$ cat src/inc/htc_cfg.svh
// constants for the hysteresis threshold comparator
`ifndef HTC_CFG_SVH
`define HTC_CFG_SVH
`define HTC_DATA_W 32
`define HTC_FMT_W 2
`define HTC_FMT_WORD 2'h0
`define HTC_FMT_INT 2'h1
`define HTC_FMT_DWORD 2'h2
`define HTC_FMT_LONG 2'h3
`define HTC_FMT_DEFAULT 2'h1
`define HTC_OUT_RST 1'h0
`endif

$ cat src/inc/htc_pkg.sv
// types for the hysteresis threshold comparator
`default_nettype none
`include "htc_cfg.svh"
package htc_pkg;
	typedef enum logic [1:0] {
		HTC_WORD = 2'h0,
		HTC_INT = 2'h1,
		HTC_DWORD = 2'h2,
		HTC_LONG = 2'h3
	} htc_fmt_t;
	typedef struct packed {
		logic [`HTC_DATA_W-1:0] value;
		logic [`HTC_DATA_W-1:0] on_thr;
		logic [`HTC_DATA_W-1:0] off_thr;
	} htc_ops_t;
	typedef struct packed {
		logic value;
		logic on_thr;
		logic off_thr;
	} htc_conn_t;
endpackage
`default_nettype wire

$ cat src/hw/htc_operand_norm.sv
// operand normaliser: zero for unconnected, widen per format
`timescale 1ns/100ps
`default_nettype none
`include "htc_cfg.svh"
module htc_operand_norm
	import htc_pkg::*;
(
	input wire logic [`HTC_DATA_W-1:0] raw,
	input wire logic connected,
	input wire htc_fmt_t fmt,
	output logic [`HTC_DATA_W:0] ext
);
	logic [`HTC_DATA_W-1:0] v;
	always_comb begin
		v = connected ? raw : {`HTC_DATA_W{1'h0}};
		case (fmt)
			HTC_WORD: ext = {17'h00000, v[15:0]};
			HTC_INT: ext = {{17{v[15]}}, v[15:0]};
			HTC_DWORD: ext = {1'h0, v};
			HTC_LONG: ext = {v[31], v};
			default: ext = {1'h0, v};
		endcase
	end
endmodule
`default_nettype wire

$ cat src/hw/htc_top.sv
// hysteresis / window threshold comparator
`timescale 1ns/100ps
`default_nettype none
`include "htc_cfg.svh"
// Behaviour
// While enabled, the value is compared against both thresholds each cycle.
// While disabled, the output is forced low.
// On threshold at or above off threshold gives hysteresis, otherwise window.
// In hysteresis the output goes high when the value is above the on threshold.
// In hysteresis the output goes low when the value is at or below the off threshold.
// In hysteresis between the thresholds the output holds its last value.
// In window the output is high when on threshold <= value <= off threshold.
// In window the output is low when the value is outside that range.
// An unconnected operand is taken as zero.
// The format is word, integer, double word or long, integer by default; the normaliser's default branch zero-extends as double word.
// Word operands stay within 0 to 65535, kept by the supplier.
// Integer operands stay within the signed 16-bit range, kept by the supplier.
// Double word operands stay within 0 to 4294967295, kept by the supplier.
// Long operands stay within the signed 32-bit range, kept by the supplier.
// An analog source feeds operands only in the formats its variant permits.
// Integer and long compare signed, word and double word unsigned, once a cycle.
module htc_top
	import htc_pkg::*;
(
	input wire logic mclk,
	input wire logic rst_n,
	input wire logic enable,
	input wire htc_fmt_t operand_format_select,
	input wire htc_ops_t ops,
	input wire htc_conn_t conn,
	output logic out_bit
);
	// ----------------------------------------
	// operand normalisation
	// ----------------------------------------
	logic [`HTC_DATA_W:0] val_x;
	logic [`HTC_DATA_W:0] on_x;
	logic [`HTC_DATA_W:0] off_x;
	htc_operand_norm u_val (
		.raw(ops.value), .connected(conn.value), .fmt(operand_format_select), .ext(val_x)
	);
	htc_operand_norm u_on (
		.raw(ops.on_thr), .connected(conn.on_thr), .fmt(operand_format_select), .ext(on_x)
	);
	htc_operand_norm u_off (
		.raw(ops.off_thr), .connected(conn.off_thr), .fmt(operand_format_select), .ext(off_x)
	);

	// signed compare of zero- or sign-extended values covers all formats
	function automatic logic gt_f(input logic [`HTC_DATA_W:0] a, input logic [`HTC_DATA_W:0] b);
		gt_f = $signed(a) > $signed(b);
	endfunction

	// inclusive band test shared by decision and checks
	function automatic logic in_window_f(
		input logic [`HTC_DATA_W:0] v,
		input logic [`HTC_DATA_W:0] lo,
		input logic [`HTC_DATA_W:0] hi
	);
		in_window_f = !gt_f(lo, v) && !gt_f(v, hi);
	endfunction

	// ----------------------------------------
	// decision
	// ----------------------------------------
	logic out_ff;
	logic nxt_out;
	logic hyst_mode;
	always_comb begin
		hyst_mode = !gt_f(off_x, on_x);
		nxt_out = out_ff;
		if (!enable) begin
			nxt_out = 1'h0;
		end else if (hyst_mode) begin
			if (gt_f(val_x, on_x)) begin
				nxt_out = 1'h1;
			end else if (!gt_f(val_x, off_x)) begin
				nxt_out = 1'h0;
			end else begin
				nxt_out = out_ff;
			end
		end else begin
			nxt_out = in_window_f(val_x, on_x, off_x);
		end
	end
	always_ff @(posedge mclk) begin
		if (!rst_n) begin
			out_ff <= `HTC_OUT_RST;
		end else begin
			out_ff <= nxt_out;
		end
	end
	assign out_bit = out_ff;

	// ----------------------------------------
	// assertions
	// ----------------------------------------
	property p_dis_low;
		@(posedge mclk) disable iff (!rst_n) !enable |=> !out_bit;
	endproperty
	a_dis_low: assert property (p_dis_low) else $error("output high after disable");
	property p_hyst_on;
		@(posedge mclk) disable iff (!rst_n)
		(enable && hyst_mode && gt_f(val_x, on_x)) |=> out_bit;
	endproperty
	a_hyst_on: assert property (p_hyst_on) else $error("hysteresis did not turn on");
	property p_hyst_off;
		@(posedge mclk) disable iff (!rst_n)
		(enable && hyst_mode && !gt_f(val_x, off_x)) |=> !out_bit;
	endproperty
	a_hyst_off: assert property (p_hyst_off) else $error("hysteresis did not turn off");
	property p_hyst_hold;
		@(posedge mclk) disable iff (!rst_n)
		(enable && hyst_mode && gt_f(val_x, off_x) && !gt_f(val_x, on_x))
		|=> out_bit == $past(out_bit);
	endproperty
	a_hyst_hold: assert property (p_hyst_hold) else $error("hysteresis hold broken");
	property p_win_in;
		@(posedge mclk) disable iff (!rst_n)
		(enable && gt_f(off_x, on_x) && !gt_f(on_x, val_x) && !gt_f(val_x, off_x)) |=> out_bit;
	endproperty
	a_win_in: assert property (p_win_in) else $error("window inside not high");
	property p_win_out;
		@(posedge mclk) disable iff (!rst_n)
		(enable && gt_f(off_x, on_x) && (gt_f(on_x, val_x) || gt_f(val_x, off_x))) |=> !out_bit;
	endproperty
	a_win_out: assert property (p_win_out) else $error("window outside not low");
	property p_mode;
		@(posedge mclk) disable iff (!rst_n) hyst_mode == !gt_f(off_x, on_x);
	endproperty
	a_mode: assert property (p_mode) else $error("mode select wrong");
	property p_rise_cause;
		@(posedge mclk) disable iff (!rst_n) $rose(out_bit) |-> $past(enable);
	endproperty
	a_rise_cause: assert property (p_rise_cause) else $error("rise without enable");
	property p_rise_why;
		@(posedge mclk) disable iff (!rst_n)
		$rose(out_bit)
		|-> $past(enable && (hyst_mode ? gt_f(val_x, on_x) : in_window_f(val_x, on_x, off_x)));
	endproperty
	a_rise_why: assert property (p_rise_why) else $error("rise without a reason");
	property p_fall_why;
		@(posedge mclk) disable iff (!rst_n)
		$fell(out_bit)
		|-> $past(!rst_n || !enable
			|| (hyst_mode ? !gt_f(val_x, off_x) : !in_window_f(val_x, on_x, off_x)));
	endproperty
	a_fall_why: assert property (p_fall_why) else $error("fall without a reason");
	property p_zero_val;
		@(posedge mclk) disable iff (!rst_n) !conn.value |-> val_x == 33'h000000000;
	endproperty
	a_zero_val: assert property (p_zero_val) else $error("unconnected value not zero");
	property p_int_sign;
		@(posedge mclk) disable iff (!rst_n)
		(operand_format_select == HTC_INT && conn.value && ops.value[15]) |-> val_x[32];
	endproperty
	a_int_sign: assert property (p_int_sign) else $error("integer not signed");

	// ----------------------------------------
	// assertions: unconnected operands and operand formats
	// ----------------------------------------
	property p_zero_on;
		@(posedge mclk) disable iff (!rst_n)
		!conn.on_thr |-> on_x == 33'h000000000;
	endproperty
	a_zero_on: assert property (p_zero_on) else $error("unconnected on threshold not zero");
	property p_zero_off;
		@(posedge mclk) disable iff (!rst_n)
		!conn.off_thr |-> off_x == 33'h000000000;
	endproperty
	a_zero_off: assert property (p_zero_off) else $error("unconnected off threshold not zero");
	property p_zero_all;
		@(posedge mclk) disable iff (!rst_n)
		(enable && !conn.value && !conn.on_thr && !conn.off_thr) |=> !out_bit;
	endproperty
	a_zero_all: assert property (p_zero_all) else $error("all unconnected not low");
	property p_word_ext;
		@(posedge mclk) disable iff (!rst_n)
		operand_format_select == HTC_WORD
		|-> val_x[32:16] == 17'h00000 && on_x[32:16] == 17'h00000 && off_x[32:16] == 17'h00000;
	endproperty
	a_word_ext: assert property (p_word_ext) else $error("word operand not zero extended");
	property p_int_ext;
		@(posedge mclk) disable iff (!rst_n)
		operand_format_select == HTC_INT
		|-> val_x[32:16] == {17{val_x[15]}} && on_x[32:16] == {17{on_x[15]}}
			&& off_x[32:16] == {17{off_x[15]}};
	endproperty
	a_int_ext: assert property (p_int_ext) else $error("integer operand not sign extended");
	property p_dword_ext;
		@(posedge mclk) disable iff (!rst_n)
		operand_format_select == HTC_DWORD
		|-> !val_x[32] && !on_x[32] && !off_x[32];
	endproperty
	a_dword_ext: assert property (p_dword_ext) else $error("double word operand signed");
	property p_long_ext;
		@(posedge mclk) disable iff (!rst_n)
		operand_format_select == HTC_LONG
		|-> val_x[32] == val_x[31] && on_x[32] == on_x[31] && off_x[32] == off_x[31];
	endproperty
	a_long_ext: assert property (p_long_ext) else $error("long operand not sign extended");
	property p_word_pass;
		@(posedge mclk) disable iff (!rst_n)
		(operand_format_select == HTC_WORD && conn.value)
		|-> val_x[15:0] == ops.value[15:0];
	endproperty
	a_word_pass: assert property (p_word_pass) else $error("word value not passed");
	property p_long_pass;
		@(posedge mclk) disable iff (!rst_n)
		(operand_format_select == HTC_LONG && conn.on_thr)
		|-> on_x[31:0] == ops.on_thr;
	endproperty
	a_long_pass: assert property (p_long_pass) else $error("long threshold not passed");

	// ----------------------------------------
	// cover points
	// ----------------------------------------
	c_hyst_hold: cover property (@(posedge mclk) disable iff (!rst_n)
		enable && hyst_mode && out_bit ##1 enable && out_bit);
	c_win_on: cover property (@(posedge mclk) disable iff (!rst_n)
		enable && !hyst_mode ##1 out_bit);
	c_dis: cover property (@(posedge mclk) disable iff (!rst_n) out_bit ##1 !enable ##1 !out_bit);
	c_win_off: cover property (@(posedge mclk) disable iff (!rst_n)
		enable && !hyst_mode && out_bit ##1 !out_bit);
	c_hyst_fall: cover property (@(posedge mclk) disable iff (!rst_n)
		enable && hyst_mode && out_bit ##1 !out_bit);
endmodule
`default_nettype wire

$ cat config.mk
export PLATFORM = sky130hd
export DESIGN_NAME = htc_top
export DESIGN_NICKNAME = d
export VERILOG_FILES = /design/src/inc/htc_pkg.sv /design/src/hw/htc_operand_norm.sv /design/src/hw/htc_top.sv
export VERILOG_INCLUDE_DIRS = /design/src /design/src/inc
export SDC_FILE = /design/constraint.sdc
export NUM_CORES = 1
export LEC_CHECK = 0
export ABC_AREA = 1
export BUFFER_PORTS_ARGS = -buffer_cell sky130_fd_sc_hd__buf_2
export CAP_MARGIN = 20
export CELL_PAD_IN_SITES_DETAIL_PLACEMENT = 1
export CELL_PAD_IN_SITES_GLOBAL_PLACEMENT = 2
export CORE_MARGIN = 4
export CORE_UTILIZATION = 27
export DETAILED_ROUTE_END_ITERATION = 16
export GPL_TIMING_DRIVEN = 0
export PLACE_DENSITY_LB_ADDON = 0.1
export RECOVER_POWER = 25
export SLEW_MARGIN = 20
export SYNTH_ARGS = -nofsm -noshare
export SYNTH_HDL_FRONTEND = slang
export SYNTH_SLANG_ARGS = --single-unit
$ cat constraint.sdc
create_clock -name mclk -period 3.5 [get_ports mclk]
set_input_delay 0.35 -clock mclk [delete_from_list [all_inputs] [get_ports mclk]]
set_output_delay 0.35 -clock mclk [all_outputs]
set_load 0.01 [all_outputs]
Word level (Yosys, flattened, before mapping)
Cells that the tools add are included.
Widths: inputs -> output; s select.
- multiplexer cells: 9
- reductions and logical operators: 5
- equal/unequal tests: 4
- magnitude comparators: 4
- operators by type and width (kind ; count):
    $pmux 33 s4 ; 3
    $gt 33x33->1 ; 4
    $mux 32 ; 3
    $eq 2x2->1 const B ; 2
    $mux 1 ; 3
    $ne 3x3->1 const B ; 1
    $eq 2x1->1 const B ; 1
    $logic_not 1->1 ; 2
    $logic_not 2->1 ; 1
    $reduce_and 2->1 ; 1
    $logic_and 1x1->1 ; 1
- bits in registers: 1
- logic and storage cells: 23
- input bits: 104
- output and inout port bits: 1

Depth between registers and ports, before layout
- depth after elaboration: 6
- mapped depth: 23

Cells and area by module
Synthesis repeated with hierarchy kept, for this count alone.
- cell total of the unflattened synthesis: 750
- area, all modules: 3953.8 um^2
- by module, submodules not included (module ; times used ; area each (um^2) ; cells an instance):
    htc_top ; 1 ; 2992.9 ; 519
    htc_operand_norm ; 3 ; 320.3 ; 77

Least setup slack after synthesis
Ideal clock, no wire load.
- kind: input -> register
- from: in operand_format_select[1]
- to: reg out_ff, in the netlist out_bit
- setup time: 0.066 ns
- stages on the path: 20
- arrival: 2.564 ns
- setup slack: 0.870 ns
- buffers on the path: 2
- data required time: 3.434 ns
- cells stage by stage: buf_6 inv_2 nand2_8 nor2_8 buf_1 a21oi_1 inv_1 ha_1 nand2_1 inv_1 o21ai_0 a21oi_1 nor3_1 a21boi_0 nand4_1 nand2_1 nand2_1 nor2_2 nand2_1 a21oi_2
- cells in the longest elaborated chain, start to end: 6
- elaborated cells on any way between the ends: 17
- those cells by class: 4 x order compare; 4 x eq/ne; 5 x mux; 4 x reduce/logical
- RTL lines (item ; RTL line ; RTL):
    from (decl) ; htc_top.sv:28 ; input wire htc_fmt_t operand_format_select,
    $eq 2x2->1, or another cell as far along ; htc_operand_norm.sv:16 ; case (fmt)
    $pmux 33 s4 ; htc_operand_norm.sv:16 ;
    $gt 33x33->1 ; htc_top.sv:51 ; gt_f = $signed(a) > $signed(b);
    $logic_not 1->1 ; htc_top.sv:60 ; in_window_f = !gt_f(lo, v) && !gt_f(v, hi);
    $logic_and 1x1->1 ; htc_top.sv:60 ;
    $mux 1 ; htc_top.sv:74 ; end else if (hyst_mode) begin
    to (signal assigned) ; htc_top.sv:88 ; out_ff <= `HTC_OUT_RST;
    to (signal assigned) ; htc_top.sv:90 ; out_ff <= nxt_out;
    to (decl) ; htc_top.sv:66 ; logic out_ff;
Parallel ways exist; a longest one is shown, timed or not. The select of a mux whose other input is x is not followed.
A chain may end at the register's enable or synchronous reset.

Worst setup path in the final report
- from: in conn[0] (netlist name)
- to: reg out_ff, in the netlist out_bit
- cells in the longest elaborated chain, start to end: 6
- elaborated cells on any way between the ends: 8
- those cells by class: 2 x order compare; 1 x eq/ne; 3 x mux; 2 x reduce/logical
- RTL lines (item ; RTL line ; RTL):
    from (decl) ; htc_top.sv:30 ; input wire htc_conn_t conn,
    $mux 32 (*) ; htc_operand_norm.sv:15 ; v = connected ? raw : {`HTC_DATA_W{1'h0}};
    $pmux 33 s4 (*) ; htc_operand_norm.sv:16 ;
    $gt 33x33->1 ; htc_top.sv:51 ;
    $logic_not 1->1 ; htc_top.sv:60 ;
    $logic_and 1x1->1 ; htc_top.sv:60 ;
    $mux 1 ; htc_top.sv:74 ;
Every way passes the cells marked *; elsewhere a longest branch is shown, timed or not. The select of a mux whose other input is x is not followed.

==> reports/results.ini <==
[timing]
tightest_slew_ns=0.560
finalCritPeriodShare_pct=89.3
finalSetupViolCount=0
timing.hold.ws_ns=0.641
fin_skew_ns=0
maxSlewHeadroom_pct=62.7
fin_crit_ns=3.12
finalHoldViolations=0
final_max_slew_viol_count=0
max_freq_mhz=320
layout_setup_ws_ns=0.376
rsz0062_at_grt=false

[critical_path]
path_common_cell=nand2_1
critPathBufInv=3
startpoint_type=primary input
path_cells=buf_2 > nand2_1 > inv_2 > a21oi_1 > ha_1 > nand2_1 > nor2_1 > nand4_1 > inv_1 > nand3_1 > nor3_2 > nand3_1 > o21ai_0 > nand2_1 > and2_1 > nand2_1 > a21oi_2
arrival_ns=3.00
r2r-start=out_bit$_SDFFE_PN0P_
cp-end-kind=flop
crit_start=conn[0]
timing.critical_path.slowest_cell_delay_ns=0.31
crit_fanout=13
crit_type=in2reg
cp_slowest_cell=ha_1
crit_family=simple AND/OR/NAND/NOR gates
required_ns=3.38

[layout]
final_common_cell=nand2_1
fin_nets=945
diodes=0
area_growth_pct=20.1
largest_reg_flops=1
regArea_sq_um=20.0
final_cell_mix=167 x nand2_1, 146 x inv_1, 100 x buf_2
fin_area_sq_um=4450
fillers=1831
multi_input_area_sq_um=3060
drive_gt1_share_pct=19.7

[grt]
grt_pass1_vias=4703
antenna_found_initial=0
grt_usage_pct=16.8
grt_pass1_wl_um=22200
grt_overflow=0
grt_start_max_net_pins=18

[run]
drv_cap=0

[routing]
drt-initial-drc-count=115
wl_per_cell_um=14.5
via_per_inst=4.62
wirelength_um=13300
vias=4263
drc=0
ant_nets=0
firstDrtPassIters=4

[synthesis]
synth_area_per_cell_sq_um=5.73
ys_types=36
syn_area_sq_um=3700
yosys_warnings=0
syn_inst=647
syn_nets=844
ys_seq_elements=1
ys_seq_area_share_pct=0.540

[clock_tree]
insertion_delay_ns=0
path_clk_slew_ns=0

[placed_design]
portBuffers=100
gp_congestion=0.853
placed_area_sq_um=4430
dp_slack_ns=-0.237
dp_hpwl_um=12500

[die]
pin_count=105
die_w_um=125
start_util_pct=27.8
dieArea_sq_um=15700
rows=42
die_y_um=125
core_sq_um=13300

[min_path]
hp-class=in2reg
worstHoldStart=enable

[power_and_ir_drop]
ir_worst_vdd_v=0.0000739
powerDensity_nw_per_um2=139
p_leak_uw=0.00308

[run_status]
status=finished clean

-- worst reg2reg max path, cell delays in order, from the launching register on --
cell,delay [ns]
dfxtp_1,0.34
nand3_1,0.11
nor2_2,0.11
nand2_1,0.07
a21oi_2,0.16
-- stage by stage --
step | power, uW | TNS, ns | std cells | util [%]
after detailed placement | 624 | -0.237 | 923 | 33.2
after floorplan | 414 | 0 | 647 | -
after global routing | 719 | 0 | 922 | 33.3
after CTS | 627 | 0 | 920 | 33.1
final | 617 | 0 | 922 | 33.3
after global placement | 605 | -0.186 | 923 | 33.2
-- cell families after synthesis --
logic type      synth area share, %
simple gates                   35.3
flops                         0.540
compound gates                 15.5
buf+inv                        17.3
fa+ha+maj                      31.4
-- per-layer routing --
metal	track usage [%]	vias up	share of wire, %
li1	-	2251	-
met1	21.1	1933	46
met2	32.6	71	51
met3	0.981	8	2.6
met4	1.15	0	0.73
met5	0	-	0
-- cells in the mapped netlist (all sizes together) --
master | number | share of area [%]
ha | 93 | 31
nor4b | 1 | 0.24
a21boi | 1 | 0.20
buf | 7 | 1.2
nor2 | 52 | 7.4
or2 | 1 | 0.17
a211oi | 2 | 0.41
nand4 | 13 | 2.2
a21oi | 84 | 11
o21a | 2 | 0.41
nor3 | 4 | 0.68
o21ai | 17 | 2.3
dfxtp | 1 | 0.54
nor4 | 3 | 0.51
inv | 152 | 15
o211ai | 2 | 0.41
nand2 | 180 | 21
clkbuf | 6 | 0.61
nand3b | 2 | 0.41
and2 | 1 | 0.17
a31oi | 2 | 0.34
nand3 | 21 | 3.0
-- repair_timing --
action | CTS | global route
hold buffers | 0 | 0
pin swaps | 1 | 0
gates resized for setup | 1 | 7
setup endpoints to repair | 1 | 1
buffers inserted | 1 | 2
hold endpoints to repair | 0 | 0
-- cell type report --
cell class,instances,area share [%]
buffer,9,1.27
inverter,152,12.9
multi-input combinational,481,68.7
sequential,1,0.450
tap,176,4.95
timing repair buffer,103,11.7
-- where the power goes --
group / switching [uW] / leakage (uW) / internal [uW]
Clock: 0 / 0 / 0
Combinational: 370 / 0.00307 / 233
Sequential: 1.11 / 0.00000820 / 13.0
-- final timing paths --
check	endpoint	slack, ns	cells past startpoint
setup / recovery	out_bit$_SDFFE_PN0P_	0.38	17
hold reg to reg	out_bit$_SDFFE_PN0P_	0.64	4
setup reg to reg	out_bit$_SDFFE_PN0P_	2.63	4
hold / removal	out_bit$_SDFFE_PN0P_	0.64	3
(Power assumes the default switching activity.)
